File: src/shared/muldiv_defines.svh
// Register offsets, field positions, reset values and timing counts of the arithmetic unit
`ifndef MULDIV_DEFINES_SVH
`define MULDIV_DEFINES_SVH
`define CTRL_OFFSET      16'hff68
`define OPA_LOW_OFFSET   16'hff60
`define OPA_HIGH_OFFSET  16'hff62
`define OPB_OFFSET       16'hff64
`define REM_OFFSET       16'hff66
`define RUN_BIT_POS      7
`define MODE_BIT_POS     0
`define CTRL_RESET       8'h00
`define DATA_RESET       16'h0000
`define MUL_CYCLES       6'd16
`define DIV_CYCLES       6'd32
`define APB_CTRL_ADDR    12'h000
`define APB_OPA_ADDR     12'h004
`define APB_OPB_ADDR     12'h008
`define APB_RES_ADDR     12'h00c
`define APB_REM_ADDR     12'h010
`define APB_STAT_ADDR    12'h014
`endif

File: src/shared/muldiv_pkg.sv
// Types shared by both ends of the arithmetic unit link
package muldiv_pkg;
    typedef enum logic {
        SIZE_BYTE,
        SIZE_WORD
    } acc_size_type;
    typedef enum logic [1:0] {
        HS_IDLE,
        HS_BUS,
        HS_WAIT,
        HS_DONE
    } host_state_type;
endpackage

File: src/shared/muldiv_if.sv
// Peripheral-bus link between the arithmetic unit and its controller
`timescale 1ns/10ps
`default_nettype none
interface muldiv_if;
    import muldiv_pkg::*;
    logic         wr_en;
    logic         rd_en;
    logic [15:0]  addr;
    acc_size_type size;
    logic [15:0]  wdata;
    logic [15:0]  rdata;
    logic         done_irq;
    modport unit (input wr_en, rd_en, addr, size, wdata, output rdata, done_irq);
    modport ctrl (output wr_en, rd_en, addr, size, wdata, input rdata, done_irq);
endinterface
`default_nettype wire

File: src/hw/muldiv_ctrl.sv
// APB-controlled master that drives the arithmetic unit
`timescale 1ns/10ps
`default_nettype none
`include "muldiv_defines.svh"
module muldiv_ctrl
    import muldiv_pkg::*;
(
    input  wire logic        sys_clk_i,
    input  wire logic        rst_i,
    input  wire logic        clk_en_i,
    input  wire logic        psel_i,
    input  wire logic        penable_i,
    input  wire logic        pwrite_i,
    input  wire logic [11:0] paddr_i,
    input  wire logic [31:0] pwdata_i,
    output logic      [31:0] prdata_o,
    output logic             pready_o,
    output logic             pslverr_o,
    muldiv_if.ctrl           link
);
    typedef struct packed {
        host_state_type st;
        logic [2:0]     step;
        logic           mode;
        logic [31:0]    opa;
        logic [15:0]    opb;
        logic [31:0]    res;
        logic [15:0]    rem;
        logic           busy;
        logic           done;
        logic           wr;
        logic           rd;
        logic [15:0]    addr;
        logic [15:0]    wdata;
    } ctrl_state_type;

    ctrl_state_type s_q;
    ctrl_state_type s_d;
    logic           acc;
    logic           wr_acc;

    assign acc       = psel_i && penable_i;
    assign wr_acc    = acc && pwrite_i;
    assign pready_o  = 1'b1;
    assign pslverr_o = 1'b0;

    always_comb begin
        s_d    = s_q;
        s_d.wr = 1'b0;
        s_d.rd = 1'b0;
        if (wr_acc) begin
            if (paddr_i == `APB_OPA_ADDR) begin
                s_d.opa = pwdata_i;
            end else if (paddr_i == `APB_OPB_ADDR) begin
                s_d.opb = pwdata_i[15:0];
            end else if (paddr_i == `APB_CTRL_ADDR && !s_q.busy) begin
                s_d.mode = pwdata_i[`MODE_BIT_POS];
                s_d.busy = pwdata_i[`RUN_BIT_POS];
                s_d.done = 1'b0;
                s_d.step = 3'd0;
                s_d.st   = pwdata_i[`RUN_BIT_POS] ? HS_BUS : HS_IDLE;
            end else if (paddr_i == `APB_STAT_ADDR && pwdata_i[1]) begin
                s_d.done = 1'b0;
            end
        end
        case (s_q.st)
            HS_IDLE: begin
            end
            HS_BUS: begin
                // Operands first, control last, as the unit expects
                s_d.wr = 1'b1; // RULE17 RULE20
                s_d.step = s_q.step + 3'd1;
                case (s_q.step)
                    3'd0: begin
                        s_d.addr  = `OPA_LOW_OFFSET;
                        s_d.wdata = s_q.opa[15:0];
                    end
                    3'd1: begin
                        s_d.addr  = `OPA_HIGH_OFFSET;
                        // Multiply: junk high half left for the unit's own clear on start; divide: dividend high half
                        s_d.wdata = s_q.opa[31:16]; // RULE5
                    end
                    3'd2: begin
                        s_d.addr  = `OPB_OFFSET;
                        s_d.wdata = s_q.opb; // RULE9
                    end
                    default: begin
                        s_d.addr  = `CTRL_OFFSET;
                        s_d.wdata = {8'h00, 1'b1, 6'h00, s_q.mode}; // RULE14 RULE18
                        s_d.st    = HS_WAIT;
                    end
                endcase
            end
            HS_WAIT: begin
                if (link.done_irq) begin
                    s_d.step = 3'd0;
                    s_d.st   = HS_DONE;
                end
            end
            HS_DONE: begin
                s_d.rd   = 1'b1;
                s_d.step = s_q.step + 3'd1;
                case (s_q.step)
                    3'd0: s_d.addr = `OPA_LOW_OFFSET;
                    3'd1: begin
                        s_d.res[15:0] = link.rdata;
                        s_d.addr      = `OPA_HIGH_OFFSET;
                    end
                    3'd2: begin
                        s_d.res[31:16] = link.rdata;
                        s_d.addr       = `REM_OFFSET;
                    end
                    default: begin
                        s_d.rem  = link.rdata;
                        s_d.rd   = 1'b0;
                        s_d.busy = 1'b0;
                        s_d.done = 1'b1;
                        s_d.st   = HS_IDLE;
                    end
                endcase
            end
            default: s_d.st = HS_IDLE;
        endcase
    end

    always_ff @(posedge sys_clk_i) begin
        if (rst_i) begin
            s_q <= '0;
        end else if (clk_en_i) begin
            s_q <= s_d;
        end
    end

    always_comb begin
        prdata_o = 32'h0;
        if (paddr_i == `APB_CTRL_ADDR) begin
            prdata_o = {24'h0, s_q.busy, 6'h0, s_q.mode};
        end else if (paddr_i == `APB_OPA_ADDR) begin
            prdata_o = s_q.opa;
        end else if (paddr_i == `APB_OPB_ADDR) begin
            prdata_o = {16'h0, s_q.opb};
        end else if (paddr_i == `APB_RES_ADDR) begin
            prdata_o = s_q.res;
        end else if (paddr_i == `APB_REM_ADDR) begin
            prdata_o = {16'h0, s_q.rem};
        end else if (paddr_i == `APB_STAT_ADDR) begin
            prdata_o = {30'h0, s_q.done, s_q.busy};
        end
    end

    assign link.wr_en = s_q.wr;
    assign link.rd_en = s_q.rd;
    assign link.addr  = s_q.addr;
    assign link.size  = SIZE_WORD;
    assign link.wdata = s_q.wdata;
endmodule // muldiv_ctrl
`default_nettype wire

File: src/flat_wrapper.sv
// flat-port wrapper written by rule: the top's interface ports become plain ports
module muldiv_ctrl_flat import muldiv_pkg::*;
  (sys_clk_i, rst_i, clk_en_i, psel_i, penable_i, pwrite_i, paddr_i, pwdata_i, prdata_o, pready_o, pslverr_o, link_wr_en, link_rd_en, link_addr, link_size, link_wdata, link_rdata, link_done_irq);
  muldiv_if link_i ();
  input  wire logic sys_clk_i;
  input  wire logic rst_i;
  input  wire logic clk_en_i;
  input  wire logic psel_i;
  input  wire logic penable_i;
  input  wire logic pwrite_i;
  input  wire logic [11:0] paddr_i;
  input  wire logic [31:0] pwdata_i;
  output logic      [31:0] prdata_o;
  output logic pready_o;
  output logic pslverr_o;
  output wire logic [$bits(link_i.wr_en)-1:0] link_wr_en;
  output wire logic [$bits(link_i.rd_en)-1:0] link_rd_en;
  output wire logic [$bits(link_i.addr)-1:0] link_addr;
  output wire logic [$bits(link_i.size)-1:0] link_size;
  output wire logic [$bits(link_i.wdata)-1:0] link_wdata;
  input wire logic [$bits(link_i.rdata)-1:0] link_rdata;
  input wire logic [$bits(link_i.done_irq)-1:0] link_done_irq;
  assign link_wr_en = link_i.wr_en;
  assign link_rd_en = link_i.rd_en;
  assign link_addr = link_i.addr;
  assign link_size = link_i.size;
  assign link_wdata = link_i.wdata;
  assign link_i.rdata = link_rdata;
  assign link_i.done_irq = link_done_irq;
  muldiv_ctrl u_core (.sys_clk_i(sys_clk_i), .rst_i(rst_i), .clk_en_i(clk_en_i), .psel_i(psel_i), .penable_i(penable_i), .pwrite_i(pwrite_i), .paddr_i(paddr_i), .pwdata_i(pwdata_i), .prdata_o(prdata_o), .pready_o(pready_o), .pslverr_o(pslverr_o), .link(link_i));
endmodule
File: config.mk
export PLATFORM = sky130hd
export DESIGN_NAME = muldiv_ctrl_flat
export DESIGN_NICKNAME = d
export VERILOG_FILES = /design/src/shared/muldiv_pkg.sv /design/src/shared/muldiv_if.sv /design/src/hw/muldiv_ctrl.sv /design/src/flat_wrapper.sv
export VERILOG_INCLUDE_DIRS = /design/src /design/src/shared
export SDC_FILE = /design/constraint.sdc
export NUM_CORES = 1
export LEC_CHECK = 0
export BUFFER_PORTS_ARGS = -buffer_cell sky130_fd_sc_hd__buf_4
export CAP_MARGIN = 10
export CORE_UTILIZATION = 30
export CTS_CLUSTER_DIAMETER = 150
export DETAILED_ROUTE_END_ITERATION = 8
export HOLD_SLACK_MARGIN = 0.08
export PLACE_DENSITY = 0.49
export SYNTH_ARGS = -nofsm -noshare
export SYNTH_HDL_FRONTEND = slang
export SYNTH_SLANG_ARGS = --single-unit
File: constraint.sdc
create_clock -name sys_clk_i -period 1.85 [get_ports sys_clk_i]
set_input_delay 0.37 -clock sys_clk_i [delete_from_list [all_inputs] [get_ports sys_clk_i]]
set_output_delay 0.37 -clock sys_clk_i [all_outputs]
set_load 0.01 [all_outputs]
==> impl_metrics.py <==
metrics = {
    "synth": {
        "synth.avg_cell_area_um2": 7.907,
        "synth_compound_area_share_pct": 23.78,
        "synth-adder-area-share_pct": 0.8002,
        "yosys.area_share.xor_xnor_pct": 0,
        "synth_top_family_by_area": "compound AO/OA/AOI/OAI gates",
        "synth-edff-count": 0,
        "syn_inst": 791,
        "synth.cell_area_um2": 6255,
        "yosysSeqAreaShare_pct": 40.33,
        "synth.distinct_cells": 51,
        "synth_ff_type": "dfxtp_1",
        "muxShareOfSynthArea_pct": 5.761,
        "yosys.area_share.simple_pct": 18.24,
        "ys_ff_latch": 126,
        "synthArstFlopShare_pct": 0,
        "yosysWarnings": 0,
    },
    "setup_path": {
        "max_stage_delay_ns": 0.30,
        "cp_max_fo": 5,
        "cp.arrival_ns": 1.59,
        "worstSetupStartpointType": "input pin",
        "critical-path-top-delay-family": "simple AND/OR/NAND/NOR gates",
        "path_cells": "buf_6 > nor4_4 > and3_4 > nand2_8 > buf_12 > o22ai_2 > buf_4",
        "crit_slowest_cell": "nor4_4",
        "path_class": "input pin to primary output",
        "worstSetupEndpointType": "primary output",
        "crit_buf_inv": 3,
        "required_ns": 1.48,
    },
    "pwr": {
        "peakVddDrop_v": 0.0007375,
        "power_density_nw_per_um2": 765.3,
        "leakage_nw": 3.271,
    },
    "placement": {
        "io_buffers": 129,
        "place_area_um2": 7606,
        "gp_congestion": 0.7694,
        "placed_cells": 1155,
        "hpwl_um": 15020,
    },
    "grt": {
        "grt_overflow": 0,
        "grt_pass1_vias": 5846,
        "globalRouteTotalUtil_pct": 20.47,
        "antenna_found_initial": 0,
        "grt_pass1_wl_um": 33740,
        "grt_max_degree": 86,
    },
    "timing": {
        "period_needed_ns": 1.962,
        "hold_viol": 0,
        "min_period_over_period_pct": 106.0,
        "relSlewSlack_pct": 62.05,
        "worst_slack_ns": -0.1116,
        "rsz0062_at_grt": "yes",
        "maxClockFrequency_ghz": 0.5098,
        "setup_viol": 31,
        "fin_setup_tns_ns": -1.269,
        "slew_viol_final": 0,
        "max_slew.worst_pin.slew_ns": 0.5632,
        "fin_skew_ns": 0.006733,
    },
    "clock_network": {
        "clock-sinks": 126,
        "h-tree-depth": 4,
        "cts.clk_slew.worst_paths_ns": 0.06,
        "insertion_delay_ns": 0.42,
        "cts_tree": "yes",
        "cts_root_buffer": "clkbuf_16",
        "cts_buffers": 17,
        "clockBufferDepth": 2,
    },
    "routing": {
        "drtAntennaViolNets": 0,
        "vias": 6151,
        "finalWirelength_um": 21760,
        "first_iter_violations": 339,
        "via_per_inst": 5.147,
        "firstDrtPassIters": 5,
        "drc": 0,
        "wl_per_cell_um": 18.21,
    },
    "final_layout": {
        "fin_cells": 1195,
        "stdcell_area_um2": 8685,
        "synthToLayoutAreaGrowth_pct": 38.85,
        "drive_gt1_share_pct": 31.03,
        "antenna_cells": 0,
        "layout.nets": 983,
    },
    "status": {
        "status": "finished with violations",
        "failed_checks": "setup timing",
    },
    "min_path": {
        "hold_class": "input pin to flip-flop",
    },
    "floorplanning": {
        "row_count": 52,
        "fp.dieH_um": 146.4,
        "die_w_um": 146.4,
        "core_um2": 20360,
        "die-area_um2": 21430,
        "io_pins": 136,
        "initial_core_util_pct": 30.71,
    },
    "job": {
        "max_cap_viol_count": 0,
    },
}
[cells by family (layout without fill, tap and decap cells)]
kind of cell / after synthesis / count (layout)
multiplexers: 36 / 36
flip-flops: 126 / 126
AO/OA/AOI/OAI: 248 / 248
AND/OR/NAND/NOR: 258 / 258
adder cells (fa/ha/maj): 4 / 4
other: 2 / 6
buffers and inverters: 117 / 247
[layout make-up]
| cell class | count | area [µm²] |
|---|---|---|
| inverter | 11 | 41.29 |
| sequential | 126 | 2527 |
| clock buffer | 21 | 460.4 |
| fill | 2091 | 11680 |
| tap | 270 | 337.8 |
| multi-input combinational | 552 | 3357 |
| timing repair buffer | 204 | 1822 |
| clock inverter | 11 | 138.9 |
[synthesized netlist by cell type (2+ instances only)]
cell type  instances  area (µm²)
conb_1             2       7.510
buf_4             43       322.8
a221oi_1          12       105.1
nand2_1          109       409.1
buf_2             23       115.1
a311oi_1          15       131.4
o21ai_0           69       345.3
and3_1             4       25.02
a22oi_1           14       105.1
a211oi_1          15       112.6
clkbuf_1          29       108.9
nor2_1            60       225.2
nand3_1           55       275.3
dfxtp_1          126        2522
and2_1             2       12.51
nand2b_1           5       31.28
inv_1             11       41.29
a31oi_1            4       25.02
buf_6              7       78.83
nor2b_1            4       25.02
nor3_1             9       45.04
o22ai_1            2       12.51
ha_1               4       50.05
mux2i_1           36       360.4
nand4_1            3       18.77
a21oi_1           98       490.5
a32oi_1            3       26.28
clkbuf_2           3       15.01
o21a_1             2       15.01
[layer usage]
metal	vias up	GRT usage, %	wire length, µm
met5	-	0	0
met4	0	7.656	472
met3	33	3.656	978
met2	176	30.81	9714
met1	2931	28.96	10590
li1	3011	-	-
[repair_timing]
item	4_1_cts	5_1_grt
hold buffers	0	0
pin swaps	24	13
setup endpoints to repair	32	76
buffers inserted	3	1
gates resized for setup	78	25
gates cloned	2	2
[report_power, final]
part / switching (mW) / internal, mW / leakage [nW]
clock: 1.25 / 2.18 / 0.293
sequential: 0.00397 / 2.72 / 1.02
combinational: 0.270 / 0.220 / 1.96
[worst register-to-register path: stages, from the launching register on]
cell and delay (ns):
dfxtp_1 0.33, inv_1 0.10, ha_1 0.23, nor2b_1 0.17, buf_4 0.18, buf_4 0.21
a22oi_1 0.10, a311oi_1 0.28
[sequential cells by signal, indices dropped and copies added, names as in the netlist]
name,cells
u_core.link.wr_en,1
u_core.link.addr,4
u_core.link.rd_en,1
u_core.link.wdata,16
u_core.s_q,104
[final timing paths]
kind	startpoint	endpoint	slack [ns]	depth (start not counted)
setup / recovery	paddr_i[8]	prdata_o[15]	-0.11	7
setup reg to reg	u_core.s_q[134]	u_core.link.wdata[8]	0.15	7
hold reg to reg	u_core.s_q[64]	u_core.s_q[64]	0.45	2
hold / removal	link_rdata[6]	u_core.s_q[42]	0.21	3
[through the flow]
| stage | worst slack (ns) | hold WS, ns | utilization, % | total power [mW] |
|---|---|---|---|---|
| after global routing | -0.1586 | 0.2056 | 42.65 | 6.855 |
| after CTS | -0.1051 | 0.1986 | 42.12 | 6.669 |
| after detailed placement | -0.1614 | 0.4488 | 37.35 | 3.235 |
| after global placement | -0.1712 | 0.4419 | 37.35 | 3.237 |
| final | -0.1116 | 0.2056 | 42.65 | 6.646 |
| after floorplan | -0.04624 | 0.4312 | - | 2.980 |
[cells in the final DEF (no fill, tap or decap), types with 5 or more instances in the layout]
| cell | instances |
|---|---|
| clkbuf_16 | 17 |
| nand3_1 | 55 |
| conb_1 | 6 |
| inv_1 | 10 |
| buf_6 | 30 |
| clkinv_2 | 5 |
| a22oi_1 | 14 |
| nor2_1 | 43 |
| a221oi_1 | 8 |
| buf_12 | 11 |
| nor3_1 | 6 |
| nor2_4 | 16 |
| o21ai_0 | 65 |
| a211oi_2 | 11 |
| a21oi_1 | 96 |
| dfxtp_1 | 122 |
| nand2_1 | 109 |
| a311oi_1 | 15 |
| mux2i_1 | 36 |
| buf_4 | 160 |
(Power assumes the default switching activity.)
